File: src/logic/chan_cfg_pkg.sv
// Constants for the channel configuration register bank
package chan_cfg_pkg;

	// ****************************************
	// Register map, indices into the bank
	// ****************************************
	localparam int unsigned NUM_REGS      = 6;
	localparam int unsigned IDX_CH1_INPUT = 0;
	localparam int unsigned IDX_CH1_CHANNEL_GAIN  = 1;
	localparam int unsigned IDX_CH1_VOL   = 2;
	localparam int unsigned IDX_CH1_TRIM  = 3;
	localparam int unsigned IDX_CH1_PHASE = 4;
	localparam int unsigned IDX_CH2_INPUT = 5;

	localparam logic [7:0] OFS_CH1_INPUT = 8'h3c;
	localparam logic [7:0] OFS_CH1_CHANNEL_GAIN  = 8'h3d;
	localparam logic [7:0] OFS_CH1_VOL   = 8'h3e;
	localparam logic [7:0] OFS_CH1_TRIM  = 8'h3f;
	localparam logic [7:0] OFS_CH1_PHASE = 8'h40;
	localparam logic [7:0] OFS_CH2_INPUT = 8'h41;

	localparam logic [7:0] REG_OFS [NUM_REGS] = '{OFS_CH1_INPUT,
		OFS_CH1_CHANNEL_GAIN, OFS_CH1_VOL, OFS_CH1_TRIM, OFS_CH1_PHASE,
		OFS_CH2_INPUT};
	// Writable bits; the rest are reserved
	localparam logic [7:0] REG_MASK [NUM_REGS] = '{8'hfd, 8'hfc, 8'hff,
		8'hf0, 8'hff, 8'hfd};
	localparam logic [7:0] REG_RST [NUM_REGS] = '{8'h00, 8'h00, 8'hc9,
		8'h80, 8'h00, 8'h00};

	// ****************************************
	// Field positions and codes
	// ****************************************
	localparam int unsigned KIND_BIT     = 7;
	localparam int unsigned SRC_LSB      = 5;
	localparam int unsigned COUPLING_BIT = 4;
	localparam int unsigned IMP_LSB      = 2;
	localparam int unsigned AGC_EN_BIT   = 0;
	localparam int unsigned GAIN_LSB     = 2;
	localparam int unsigned TRIM_LSB     = 4;

	localparam logic [5:0] GAIN_CODE_MAX = 6'h2a;
	localparam logic [7:0] VOL_MUTE      = 8'h00;
	localparam logic [7:0] VOL_RST       = 8'hc9;
	localparam logic [3:0] TRIM_RST      = 4'h8;
	localparam int unsigned DELAY_DEPTH  = 256;

	typedef enum logic [1:0] {
		SRC_ANALOG_DIFF   = 2'h0,
		SRC_ANALOG_SINGLE = 2'h1,
		SRC_DIGITAL_PDM   = 2'h2,
		SRC_RESERVED      = 2'h3
	} input_source_e;

endpackage

File: src/logic/delay_mem_if.sv
// Carrier between the phase delay logic and its sample memory
`timescale 1ns/10ps
`default_nettype none
interface delay_mem_if;
	logic       wr_en;
	logic [7:0] wr_addr;
	logic       wr_data;
	logic [7:0] rd_addr;
	logic       rd_data;

	modport user (output wr_en, output wr_addr, output wr_data,
		output rd_addr, input rd_data);
	modport mem (input wr_en, input wr_addr, input wr_data,
		input rd_addr, output rd_data);
endinterface
`default_nettype wire

File: src/logic/adc_channel_config_regs.sv
// Channel configuration register bank with channel 1 phase delay line
//
// What this block does
// (RULE1) Channel 1 auto gain runs only with its enable and config bit 3.
// (RULE2) Channel 1 gain is bits 7..2, 1 dB per code, reset zero.
// (RULE3) Gain codes 43..63 are reserved; host must avoid them.
// (RULE4) A volume code of zero mutes the channel 1 output.
// (RULE5) Nonzero volume codes step 0.5 dB from -100 dB to +27 dB.
// (RULE6) Channel 1 volume resets to c9, which is 0 dB.
// (RULE7) Gain trim is bits 7..4, 0.1 dB steps, resets to 8.
// (RULE8) Phase trim N delays channel 1 by N modulator cycles.
// (RULE9) Phase trim zero, its reset value, adds no delay.
// (RULE10) Channel 2 input register at 41 with its five fields.
// (RULE11) Input source: 0 differential, 1 single-ended, 2 PDM, 3 reserved.
// (RULE12) Reserved bits read zero and ignore writes.
`timescale 1ns/10ps
`default_nettype none
module adc_channel_config_regs (
	input  wire logic       core_clk,
	input  wire logic       rst_n,
	input  wire logic       reg_wr,
	input  wire logic       reg_rd,
	input  wire logic [7:0] reg_addr,
	input  wire logic [7:0] reg_wdata,
	output var  logic [7:0] reg_rdata,
	input  wire logic       auto_gain_cfg_bit,
	input  wire logic       mod_tick,
	input  wire logic       ch1_sample_in,
	output var  logic       ch1_sample_out,
	output var  logic       ch1_auto_gain_on,
	output var  logic [5:0] ch1_channel_gain,
	output var  logic       ch1_channel_gain_reserved,
	output var  logic       ch1_mute,
	output var  logic [7:0] ch1_volume_code,
	output var  logic [3:0] ch1_channel_gain_trim,
	output var  logic [7:0] ch1_phase_trim,
	output var  logic [1:0] ch1_input_source,
	output var  logic       ch1_source_reserved,
	output var  logic       ch2_input_kind,
	output var  logic [1:0] ch2_input_source,
	output var  logic       ch2_coupling_sel,
	output var  logic [1:0] ch2_input_impedance,
	output var  logic       ch2_auto_gain_en
);
	// ****************************************
	// Register storage
	// ****************************************
	logic [7:0] regs_q [chan_cfg_pkg::NUM_REGS];
	logic [7:0] rd_mux;
	logic [7:0] wr_ptr_q;
	logic       last_in_q;
	logic       vol_written_q;
	logic       trim_written_q;
	delay_mem_if dly ();

	// One writer per register; reserved bits are masked off on the way in
	for (genvar i = 0; i < chan_cfg_pkg::NUM_REGS; i++) begin : g_reg
		always_ff @(posedge core_clk or negedge rst_n) begin
			if (!rst_n) begin
				regs_q[i] <= chan_cfg_pkg::REG_RST[i]; // RULE6
			end else if (reg_wr && reg_addr == chan_cfg_pkg::REG_OFS[i]) begin
				regs_q[i] <= reg_wdata & chan_cfg_pkg::REG_MASK[i]; // RULE12
			end
		end
	end

	// Read select; unmapped offsets answer zero
	always_comb begin
		rd_mux = 8'h00;
		for (int i = 0; i < chan_cfg_pkg::NUM_REGS; i++) begin
			if (reg_addr == chan_cfg_pkg::REG_OFS[i]) begin
				rd_mux = regs_q[i]; // RULE10
			end
		end
	end

	// Read data held until the next read
	always_ff @(posedge core_clk or negedge rst_n) begin
		if (!rst_n) begin
			reg_rdata <= 8'h00;
		end else if (reg_rd) begin
			reg_rdata <= rd_mux;
		end
	end

	// ****************************************
	// Field outputs
	// ****************************************
	// Plain slices of the register flops
	assign ch1_channel_gain = regs_q[chan_cfg_pkg::IDX_CH1_CHANNEL_GAIN]
		[chan_cfg_pkg::GAIN_LSB +: 6]; // RULE2
	assign ch1_volume_code  = regs_q[chan_cfg_pkg::IDX_CH1_VOL]; // RULE5
	assign ch1_channel_gain_trim    = regs_q[chan_cfg_pkg::IDX_CH1_TRIM]
		[chan_cfg_pkg::TRIM_LSB +: 4]; // RULE7
	assign ch1_phase_trim   = regs_q[chan_cfg_pkg::IDX_CH1_PHASE];
	assign ch1_input_source = regs_q[chan_cfg_pkg::IDX_CH1_INPUT]
		[chan_cfg_pkg::SRC_LSB +: 2]; // RULE11
	assign ch2_input_kind   = regs_q[chan_cfg_pkg::IDX_CH2_INPUT]
		[chan_cfg_pkg::KIND_BIT]; // RULE10
	assign ch2_input_source = regs_q[chan_cfg_pkg::IDX_CH2_INPUT]
		[chan_cfg_pkg::SRC_LSB +: 2];
	assign ch2_coupling_sel = regs_q[chan_cfg_pkg::IDX_CH2_INPUT]
		[chan_cfg_pkg::COUPLING_BIT];
	assign ch2_input_impedance = regs_q[chan_cfg_pkg::IDX_CH2_INPUT]
		[chan_cfg_pkg::IMP_LSB +: 2];
	assign ch2_auto_gain_en = regs_q[chan_cfg_pkg::IDX_CH2_INPUT]
		[chan_cfg_pkg::AGC_EN_BIT];

	// Derived controls, registered so every output leaves a flop
	always_ff @(posedge core_clk or negedge rst_n) begin
		if (!rst_n) begin
			ch1_auto_gain_on    <= 1'b0;
			ch1_mute            <= 1'b0;
			ch1_channel_gain_reserved   <= 1'b0;
			ch1_source_reserved <= 1'b0;
		end else begin
			ch1_auto_gain_on <= regs_q[chan_cfg_pkg::IDX_CH1_INPUT]
				[chan_cfg_pkg::AGC_EN_BIT] & auto_gain_cfg_bit; // RULE1
			ch1_mute <= ch1_volume_code == chan_cfg_pkg::VOL_MUTE; // RULE4
			// Reserved codes are kept, only flagged for the gain stage
			ch1_channel_gain_reserved <= ch1_channel_gain >
				chan_cfg_pkg::GAIN_CODE_MAX; // RULE3
			ch1_source_reserved <= ch1_input_source ==
				chan_cfg_pkg::SRC_RESERVED; // RULE11
		end
	end

	// ****************************************
	// Phase delay line
	// ****************************************
	// Write pointer advances once per modulator cycle
	always_ff @(posedge core_clk or negedge rst_n) begin
		if (!rst_n) begin
			wr_ptr_q  <= 8'h00;
			last_in_q <= 1'b0;
		end else if (mod_tick) begin
			wr_ptr_q  <= wr_ptr_q + 8'h01;
			last_in_q <= ch1_sample_in;
		end
	end

	// Reading N slots behind; N of zero hits the forwarding path
	assign dly.wr_en   = mod_tick;
	assign dly.wr_addr = wr_ptr_q;
	assign dly.wr_data = ch1_sample_in;
	assign dly.rd_addr = wr_ptr_q - ch1_phase_trim; // RULE8 RULE9
	assign ch1_sample_out = dly.rd_data;

	delay_mem u_mem (
		.core_clk (core_clk),
		.rst_n    (rst_n),
		.port     (dly.mem)
	);

	// ****************************************
	// Checks
	// ****************************************
	// Helpers: has software touched volume or trim since reset
	always_ff @(posedge core_clk or negedge rst_n) begin
		if (!rst_n) begin
			vol_written_q  <= 1'b0;
			trim_written_q <= 1'b0;
		end else if (reg_wr) begin
			if (reg_addr == chan_cfg_pkg::OFS_CH1_VOL) begin
				vol_written_q <= 1'b1;
			end
			if (reg_addr == chan_cfg_pkg::OFS_CH1_TRIM) begin
				trim_written_q <= 1'b1;
			end
		end
	end
endmodule
`default_nettype wire

File: src/logic/delay_mem.sv
// Sample memory for the phase delay line, registered read
`timescale 1ns/10ps
`default_nettype none
module delay_mem (
	input  wire logic    core_clk,
	input  wire logic    rst_n,
	delay_mem_if.mem     port
);
	logic store [chan_cfg_pkg::DELAY_DEPTH];

	// Array itself carries no reset; its contents are don't-care at start
	always_ff @(posedge core_clk) begin
		if (port.wr_en) begin
			store[port.wr_addr] <= port.wr_data;
		end
	end

	// Read happens with each write; same address forwards the new sample
	always_ff @(posedge core_clk or negedge rst_n) begin
		if (!rst_n) begin
			port.rd_data <= 1'b0;
		end else if (port.wr_en) begin
			port.rd_data <= (port.rd_addr == port.wr_addr) ?
				port.wr_data : store[port.rd_addr];
		end
	end
endmodule
`default_nettype wire

File: config.mk
export PLATFORM = sky130hd
export DESIGN_NAME = adc_channel_config_regs
export DESIGN_NICKNAME = d
export VERILOG_FILES = /design/src/logic/chan_cfg_pkg.sv /design/src/logic/delay_mem_if.sv /design/src/logic/adc_channel_config_regs.sv /design/src/logic/delay_mem.sv
export SDC_FILE = /design/constraint.sdc
export NUM_CORES = 1
export LEC_CHECK = 0
export BUFFER_PORTS_ARGS = -buffer_cell sky130_fd_sc_hd__buf_2
export CAP_MARGIN = 30
export CORE_ASPECT_RATIO = 1.2
export CORE_MARGIN = 2
export CORE_UTILIZATION = 50
export CTS_BUF_LIST = sky130_fd_sc_hd__clkbuf_4 sky130_fd_sc_hd__clkbuf_8 sky130_fd_sc_hd__clkbuf_16
export CTS_CLUSTER_SIZE = 8
export DETAILED_ROUTE_END_ITERATION = 8
export GPL_TIMING_DRIVEN = 1
export PLACE_DENSITY_LB_ADDON = 0.05
export SLEW_MARGIN = 10
export SYNTH_ARGS = -nofsm -noshare
export SYNTH_HDL_FRONTEND = slang
export SYNTH_SLANG_ARGS = --single-unit
File: constraint.sdc
create_clock -name core_clk -period 3.6 [get_ports core_clk]
set_clock_uncertainty 0.05 [all_clocks]
set_input_delay 0.9 -clock core_clk [delete_from_list [all_inputs] [get_ports core_clk]]
set_output_delay 0.9 -clock core_clk [all_outputs]
set_load 0.1 [all_outputs]
==> run summary, run 1 <==
Along the worst path, the maximum fanout reaches 14. The sequential power share came out at 0.317. The worst-case IR drop observed on VDD is 392.4 µV. The via count of the first global-routing pass is 8,937. The cell type with the largest total area after synthesis is edfxtp_1.

In this run the remaining antenna-violating nets after routing total 0. By area the synthesized netlist is led by edfxtp_1, mux4_2, dfrtp_1. In the synthesized netlist the async set-or-reset flop fraction comes to 0.1924. The effective utilization at floorplan came out at 0.5071. The count of TritonRoute iterations in the first routing pass came out at 7. The setup total negative slack came out at -0.08696 ns. The latest clock arrival within the worst-skew pair is 0.54 ns. Setup repair after global routing could not meet its margin everywhere. The overall overflow remaining after global route is 0.

The total clock sinks came out at 317. For this design the static power due to leakage is 5.984 nW. Counting every instance in the synthesized netlist gives 1,040. The category of the worst setup path launch point is a register. Synthesis inferred 317 register bits. The slowest stage of the critical path is the mux4_2 cell. The CTS H-tree depth is 2. Setup violations remaining at the end of the flow were counted as 1.

For this block, the initial DRC count from the detailed router was 754. The die is 191.1 µm tall. The number of antenna cells inserted came out at 0. At the worst endpoint, the arrival time is 4.04 ns.

In this run, synthesis inferred 256 flip-flops with an integrated enable. The met2 track demand over resource came out at 0.4039. Among all flip-flop cells after synthesis, the most frequent one is edfxtp_1.

The final weighted congestion in routability-driven placement is 0.8309. The area of the core region came out at 28,760 µm². The share of cell area taken by muxes after synthesis came out at 0.1708.

The number of antenna violations at the first check in global routing is 0. The area fraction in compound gates after synthesis came to 0.02265. In the global route stage, overall resource usage came out at 0.2341.

The delay of the slowest cell on the worst path came out at 0.52 ns. The actual transition at the worst max-transition pin is 0.8603 ns. The share of the synthesized area in the top cell type is 0.5272. The relative slew slack is 0.4249. The root buffer cell is clkbuf_16. The count of final max-slew check failures is 0.

The number of max-capacitance violations reported is 0. In the routed design, unresolved DRC markers number 0. The final-stage net count came out at 1,152. The share of total power dissipated in combinational logic is 0.372. The critical path is of the reg2reg type.

The layer flagged by global routing as most heavily used is met2. The classification of the worst-slack hold path is in2async. The wire length per cell is 22.70 µm.

The post-detailed-route via-to-cell ratio is 5.684. The clock buffer count from CTS is 45. Of the cells placed in the final design, the portion with a size suffix greater than 1 is 0.2992. The filler cell count in the final layout came out at 2,379. The floorplan has 68 rows. The number of buffers inserted by port buffering is 70. Setup slack on the critical path of the routed design comes to -0.08696 ns. The internal portion of total power is 8.771 mW. The number of synthesis warnings came out at 0. The met3 track utilization from global routing is 0.04144. The highest attainable clock frequency is 271.2 MHz. The average footprint of a synthesized cell is 14.02 µm². The number of buffers on the longest clock path came out at 3.

The maximum number of pins on one net before global-route repair came out at 100. Detailed routing inserted a total of 8,685 vias. The post-synthesis cell type count came out at 59. The register area share after synthesis came out at 0.6323. The total area of sequential cells is 9220 µm². The global-route wire length before repair is 53.63 mm. The placement-stage worst setup slack is -0.08307 ns. Of the total synthesized cell area, the portion taken by full adders, half adders and majority gates is 0.01167. For met1 alone, demand over resource in global routing was 0.3083. Of the total power, the clock network draws 0.311.

The HPWL after detailed placement came out at 22.27 mm. Summing every instance area after synthesis gives 14,580 µm². The floorplan die width is 159.9 µm. The areal power density over the cells came out at 772.3 nW/µm². The clock-pin slew reported for the worst setup and hold paths after clock tree synthesis is 0.06 ns. The final reports fail on negative setup slack.

The final hold slack came out at 0.2992 ns. STA classifies the critical path endpoint as a register. The post-layout minimum cycle time is 3.687 ns. The TritonCTS clock tree is yes. The number of nets handed over by synthesis was 1,076.

Of the total power, the share spent switching nets is 0.3279. Walking the worst path, the cells encountered are ha_1 -> fa_4 -> xnor2_4 -> buf_12 -> buf_4 -> mux4_2 -> mux4_2 -> a221oi_2 -> o31ai_1 -> nor4_1 -> o22ai_1. At the worst endpoint, the required time is 3.95 ns. The ratio of final minimum period to clock period came out at 1.024. The detailed-route wire length is 34.68 mm. The xor and xnor area share after synthesis is 0.01253.

The count of boundary I/O pins came out at 71. The floorplan step defined a die boundary enclosing 30,550 µm². By area, the combinational part of the netlist is dominated by multiplexers. The overall power after layout is 13.05 mW. The run finished, with violations left. The simple logic cell fraction of the synthesized area came out at 0.1106. The final number of hold-violating endpoints is 0. The area of combinational cells with multiple inputs came out at 4840 µm². Compared with the post-synthesis result, the final layout area differs by 15.89%.

The cell repeated most along the worst path is mux4_2. The total net switching power is 4.280 mW.
cells in the mapped netlist, drive strengths merged (2+ instances only):
master,n
nor2,260
edfxtp,256
mux4,78
dfrtp,56
clkbuf,52
buf,49
mux2,47
nand2,40
nand3,23
mux2i,19
nor3,15
nor2b,13
xnor2,13
ha,12
inv,12
o21ai,12
a21oi,10
a22oi,7
xor2,7
nand4,6
dfstp,5
a31oi,4
and2,4
nand2b,4
nor4,3
or2,3
a211oi,2
a21o,2
nor3b,2
o2111ai,2
o22ai,2
or3,2
or4,2
logic make-up after synthesis:
| logic type | after synthesis |
|---|---|
| simple gates | 382 |
| flops | 317 |
| mux | 144 |
| buf+inv | 114 |
| compound gates | 50 |
| xor+xnor | 20 |
| fa+ha+maj | 13 |
power groups by stage:
stage	Combinational [mW]	Sequential (mW)	Clock, mW
after floorplan	3.07	4.32	0
after global placement	4.73	4.21	0
after detailed placement	4.77	4.21	0
after CTS	4.83	4.14	4.13
after global routing	5.16	4.15	4.28
final	4.85	4.14	4.06
layout make-up:
| class | count | share of cell area |
|---|---|---|
| Multi-Input combinational cell | 609 | 0.2864 |
| Clock inverter | 2 | 0.0008144 |
| Inverter | 13 | 0.002887 |
| Clock buffer | 72 | 0.08070 |
| Tap cell | 385 | 0.02850 |
| Sequential cell | 317 | 0.5456 |
| Timing Repair Buffer | 130 | 0.05516 |
what timing repair did:
item / in CTS / in global routing
setup buffers: 2 / 5
gates resized for setup: 2 / 1
pin swaps: 0 / 1
setup endpoints to repair: 1 / 1
hold buffers: 0 / 0
per-stage QoR:
| stage | utilization | cell area [µm²] | std cells |
|---|---|---|---|
| finish | 0.5877 | 16900 | 1528 |
| global route | 0.5877 | 16900 | 1528 |
| CTS | 0.5862 | 16860 | 1523 |
| detailed placement | 0.5375 | 15460 | 1447 |
| global placement | 0.5375 | 15460 | 1447 |
| floorplan | - | 14610 | 1040 |
routing by layer:
metal | up-vias | share of wire
met5 | - | 0
met4 | 0 | 0.021
met3 | 59 | 0.056
met2 | 263 | 0.51
met1 | 4429 | 0.41
li1 | 3934 | -
state kept, by name, indices dropped and copies added, names as in the netlist, 4 cells and up:
signal,cells
u_mem.store,256
ch1_phase_trim,8
ch1_volume_code,8
dly.wr_addr,8
reg_rdata,8
ch1_channel_gain,6
regs_q,5
ch1_channel_gain_trim,4
final timing paths:
check,slack (ns),from,end,cells after the start
setup / recovery,-0.09,ch1_phase_trim[0]$_DFFE_PN0P_,u_mem.port.rd_data$_DFFE_PN0P_,11
hold / removal,0.30,rst_n,ch1_phase_trim[0]$_DFFE_PN0P_,1
setup reg to reg,-0.09,ch1_phase_trim[0]$_DFFE_PN0P_,u_mem.port.rd_data$_DFFE_PN0P_,11
hold reg to reg,0.45,regs_q[47]$_DFFE_PN0P_,regs_q[47]$_DFFE_PN0P_,1
max in group asynchronous,2.46,rst_n,ch1_volume_code[3]$_DFFE_PN1P_,2
min in group core_clk,0.45,regs_q[47]$_DFFE_PN0P_,regs_q[47]$_DFFE_PN0P_,1
worst max-delay path: cells and delay by family (launching register included):
kind	cells	cell delay [ns]
buffers and inverters	2	0.33
DFF	1	0.39
AOI/OAI and AO/OA	3	0.59
adders and majority gates	2	0.69
xor gates and xnor gates	1	0.19
muxes	2	1.00
and+or+nand+nor	1	0.28
cell usage in the layout, fill, tap and decap left out, drive strengths merged, types with 3 or more instances in the layout:
cell type  count
a21oi         10
a22oi          7
a31oi          4
and2           4
buf          130
clkbuf        72
dfrtp         56
dfstp          5
edfxtp       256
ha            12
inv           13
mux2          47
mux2i         19
mux4          78
nand2         40
nand2b         4
nand3         23
nand4          6
nor2         260
nor2b         13
nor3          15
nor4           3
o21ai         12
or2            3
xnor2         13
xor2           7
(Power assumes the default switching activity.)
==> run 2, diff against run 1 <==
- ABC_AREA: unset -> 1
- SETUP_SLACK_MARGIN: unset -> 0.02
==> run 2 against run 1 <==
  * The run now ends clean
  * Die area up 8.0%
  * Sequential power up 2%
  * Fmax up 19%
  * Synthesized area up 8.2%
  * Total power up 4.3%
  * Routed wire length up 22%
  * Register-to-register slack better by 0.58 ns
  * Via count up 38%
  * Final area up 4.4%
==> run summary, run 2 <==
Run status: complete, no violations (was finished with violations). The total global routing track utilization came to 0.2584 (was 0.2341). Unrepaired setup endpoints after global routing: false (was true). The number of flops mapped to enable cells by yosys was 256 (unchanged).

The global-route wire length before repair came out at 66.28 mm (was 53.63 mm). The final weighted congestion in routability-driven placement came out at 0.8921 (was 0.8309). The register name with the most flops is u_mem.store (unchanged). The number of max-capacitance violations reported is 0 (unchanged).

The final standard cell utilization of the core came out at 0.5659 (was 0.5877). The post-synthesis to final-layout area growth was 11.80% (was 15.89%). The total clock sinks was 317 (unchanged). The average footprint of a synthesized cell came to 8.672 µm² (was 14.02 µm²). The cell repeated most along the worst path is nand2_1 (was mux4_2). The largest vdd supply drop is 431.2 µV (was 392.4 µV). The number of buffers inserted by port buffering came out at 70 (unchanged).

The fraction of layout instances using a drive strength above 1 is 0.1053 (was 0.2992). The effective utilization at floorplan is 0.5062 (was 0.5071). The final worst-path setup slack is 0.4912 ns (was -0.08696 ns). The wire length per cell came out at 18.59 µm (was 22.70 µm). The final-stage net count was 1,870 (was 1,152). Leading cell types in the layout, fill and taps excluded: nand2_1, nor2_1, edfxtp_1, inv_1, nand3_1 (was nor2_1, edfxtp_1, mux4_2, buf_2, dfrtp_1). The kind of critical path is reg2reg (unchanged).

Chain of cells forming the critical path: inv_1 -> ha_1 -> fa_2 -> inv_2 -> buf_12 -> nand3_1 -> nand2_1 -> nand2_1 -> nand3_1 -> nand3_1 -> nand3_1 -> nand3_1 -> nand2_1 -> nand2_1 -> nand3_2 -> nand2_1 -> nand2_1 (was ha_1 -> fa_4 -> xnor2_4 -> buf_12 -> buf_4 -> mux4_2 -> mux4_2 -> a221oi_2 -> o31ai_1 -> nor4_1 -> o22ai_1). The via count of the first global-routing pass came out at 11,811 (was 8,937). The number of cells on the worst reg-to-reg path came out at 17 (was 11). The area of the mapped netlist was 15,780 µm² (was 14,580 µm²). The total nets after synthesis came out at 1,856 (was 1,076). The highest attainable clock frequency was 321.7 MHz (was 271.2 MHz). The number of cells upsized or downsized after cts came out at 0 (was 2). The post-detailed-route via-to-cell ratio came out at 5.287 (was 5.684).

The overall overflow remaining after global route is 0 (unchanged). Leading post-synthesis cells by cell area: edfxtp_1, nand2_1, dfrtp_1 (was edfxtp_1, mux4_2, dfrtp_1). The number of remaining DRC errors was 0 (unchanged). The area of the core region is 31,180 µm² (was 28,760 µm²). The instance area after placement is 16,200 µm² (was 15,460 µm²). The latest clock arrival within the worst-skew pair is 0.54 ns (about the same). The minimum setup slack among reg-to-reg paths was 0.49 ns (was -0.09 ns). The clock-pin slew reported for the worst setup and hold paths after clock tree synthesis came to 0.06 ns (about the same). The share of synthesized registers carrying an async set or reset was 0.1924 (unchanged). The cell type with the largest total area after synthesis is edfxtp_1 (unchanged). The placement-stage worst setup slack came out at 0.5252 ns (was -0.08307 ns). The ratio of final minimum period to clock period came to 0.8636 (was 1.024). The floorplan die width is 166.2 µm (was 159.9 µm). The final hold slack is 0.2967 ns (was 0.2992 ns). The slowest cell on the critical path is fa_2 (was mux4_2).

The number of violations reported at the end of detailed-routing iteration 0 is 784 (was 754). The CTS H-tree depth is 2 (unchanged). The via count of the routed design is 12,007 (was 8,685).

The actual transition at the worst max-transition pin came out at 0.8730 ns (was 0.8603 ns). The relative slew slack came out at 0.4166 (was 0.4249). The number of antenna cells inserted was 0 (unchanged).

The delay of the slowest cell on the worst path came out at 0.48 ns (was 0.52 ns). The post-CTS setup-driven buffer insertion count came to 0 (was 2). The count of endpoints failing setup in the final report came to 0 (was 1). The most common cell after layout, fill and taps aside is nand2_1 (was nor2_1). The final number of hold-violating endpoints is 0 (unchanged).

The category of the worst setup path launch point is a register (unchanged). The count of boundary I/O pins came out at 71 (unchanged). The filler cell count in the final layout is 2,874 (was 2,379). The maximum number of pins on one net before global-route repair came out at 96 (was 100). The number of synthesis warnings was 0 (unchanged). The critical path data required time is 4.02 ns (was 3.95 ns). The capture point of the worst reg-to-reg path is u_mem.port.rd_data$_DFFE_PN0P_ (unchanged).

The main flop type after synthesis is edfxtp_1 (unchanged). The static power due to leakage is 7.428 nW (was 5.984 nW). The flip-flop count of the largest register, all copies and words added is 256 (unchanged). The category of the worst setup path capture point was a register (unchanged). The classification of the worst-slack hold path is in2async (unchanged). The most common cell in the netlist is nand2_1 (was nor2_1). The number of antenna violations at the first check in global routing came out at 0 (unchanged).

Most instantiated cells after synthesis: nand2_1, nor2_1, edfxtp_1 (was nor2_1, edfxtp_1, mux4_2). The maximum fanout along the worst path is 36 (was 14). The number of cells after detailed placement is 2,188 (was 1,447). The post-route antenna net violation count is 0 (unchanged).

The setup total negative slack came out at 0 ns (was -0.08696 ns). The overall power after layout came to 13.62 mW (was 13.05 mW). The count of TritonRoute iterations in the first routing pass is 7 (unchanged). The areal power density over the cells came out at 771.6 nW/µm² (was 772.3 nW/µm²).

The root buffer cell is clkbuf_16 (unchanged). The full die area is 33,010 µm² (was 30,550 µm²). The final standard cell area without fillers came out at 17,650 µm² (was 16,900 µm²). The startpoint of the worst-slack reg-to-reg timing path is dly.wr_addr[0]$_DFFE_PN0P_ (was ch1_phase_trim[0]$_DFFE_PN0P_). The detailed-route wire length came out at 42.22 mm (was 34.68 mm).

The HPWL after detailed placement came out at 26.20 mm (was 22.27 mm). The share of the synthesized area in the top cell type came out at 0.4870 (was 0.5272). The number of standard cells in the final layout excluding fillers was 2,271 (was 1,528). The clock buffer count from CTS came to 45 (unchanged). The site row count came out at 71 (was 68).

The number of hold buffers added after cts came out at 0 (unchanged). The count of mapped cells out of synthesis came out at 1,820 (was 1,040). The post-layout minimum cycle time is 3.109 ns (was 3.687 ns).

The post-synthesis cell type count was 44 (was 59). The number of synthesized register bits came out at 317 (unchanged). The number of buffers on the longest clock path came to 3 (unchanged). The TritonCTS clock tree is yes (unchanged). The arrival time reported for the critical path endpoint came out at 3.53 ns (was 4.04 ns).

The count of final max-slew check failures is 0 (unchanged). The register area share after synthesis is 0.5841 (was 0.6323). The startpoint of the most critical setup path was dly.wr_addr[0]$_DFFE_PN0P_ (was ch1_phase_trim[0]$_DFFE_PN0P_). The die span in y came out at 198.6 µm (was 191.1 µm).
==> run 2: cell count changes in the layout (fill, tap and decap cells not counted), moves of 13 or more <==
cell,delta
nand2_1,+484
inv_1,+188
nand3_1,+115
nor2_1,+77
mux4_2,-74
o21ai_0,+68
mux2_2,-45
buf_4,-36
mux2i_1,-17
o21ai_1,+17
nor2b_1,-13
==> run 2: logic make-up (layout without fill, tap and decap cells) <==
group	Yosys count	in the layout	share of synthesized area
compound gates	120	120	0.04083
xor+xnor	12	12	0.007611
fa+ha+maj	13	13	0.01078
buf+inv	328	378	0.09489
flops	317	317	0.5841
simple gates	1030	1030	0.2618
==> run 2: worst max path at each step <==
stage | cells after the start | slack, ns | endpoint
global route | 17 | 0.28 | u_mem.port.rd_data$_DFFE_PN0P_
detailed placement | 17 | 0.53 | u_mem.port.rd_data$_DFFE_PN0P_
floorplan | 18 | 1.07 | u_mem.port.rd_data$_DFFE_PN0P_
global placement | 17 | 0.55 | u_mem.port.rd_data$_DFFE_PN0P_
finish | 17 | 0.49 | u_mem.port.rd_data$_DFFE_PN0P_
CTS | 17 | 0.51 | u_mem.port.rd_data$_DFFE_PN0P_
==> run 2: cell type report <==
type / instances / area (µm²) / area share
flip-flops and latches: 317 / 9220 / 0.5225
multi-input cells: 1175 / 5092 / 0.2886
clock buffers: 81 / 1431 / 0.08112
inverters: 203 / 764.5 / 0.04332
repair buffers: 92 / 621.8 / 0.03524
well taps: 401 / 501.7 / 0.02843
clock inverters: 2 / 13.76 / 0.0007800
==> run 2: critical path: cells and delay by family (launching register included) <==
family,cells,cell delay (ns)
flops,1,0.43
fa+ha+maj,2,0.69
buf+inv,3,0.79
simple gates,12,1.05
==> run 2: layer usage <==
layer	wire (µm)	global-route usage
met1	17760	0.3293
met2	20840	0.4464
met3	2161	0.03760
met4	1460	0.1050
met5	0	0
==> run 2: power breakdown <==
part	internal [mW]	switching (mW)
clock network	2.68	1.54
logic	1.39	3.80
registers	4.08	0.132
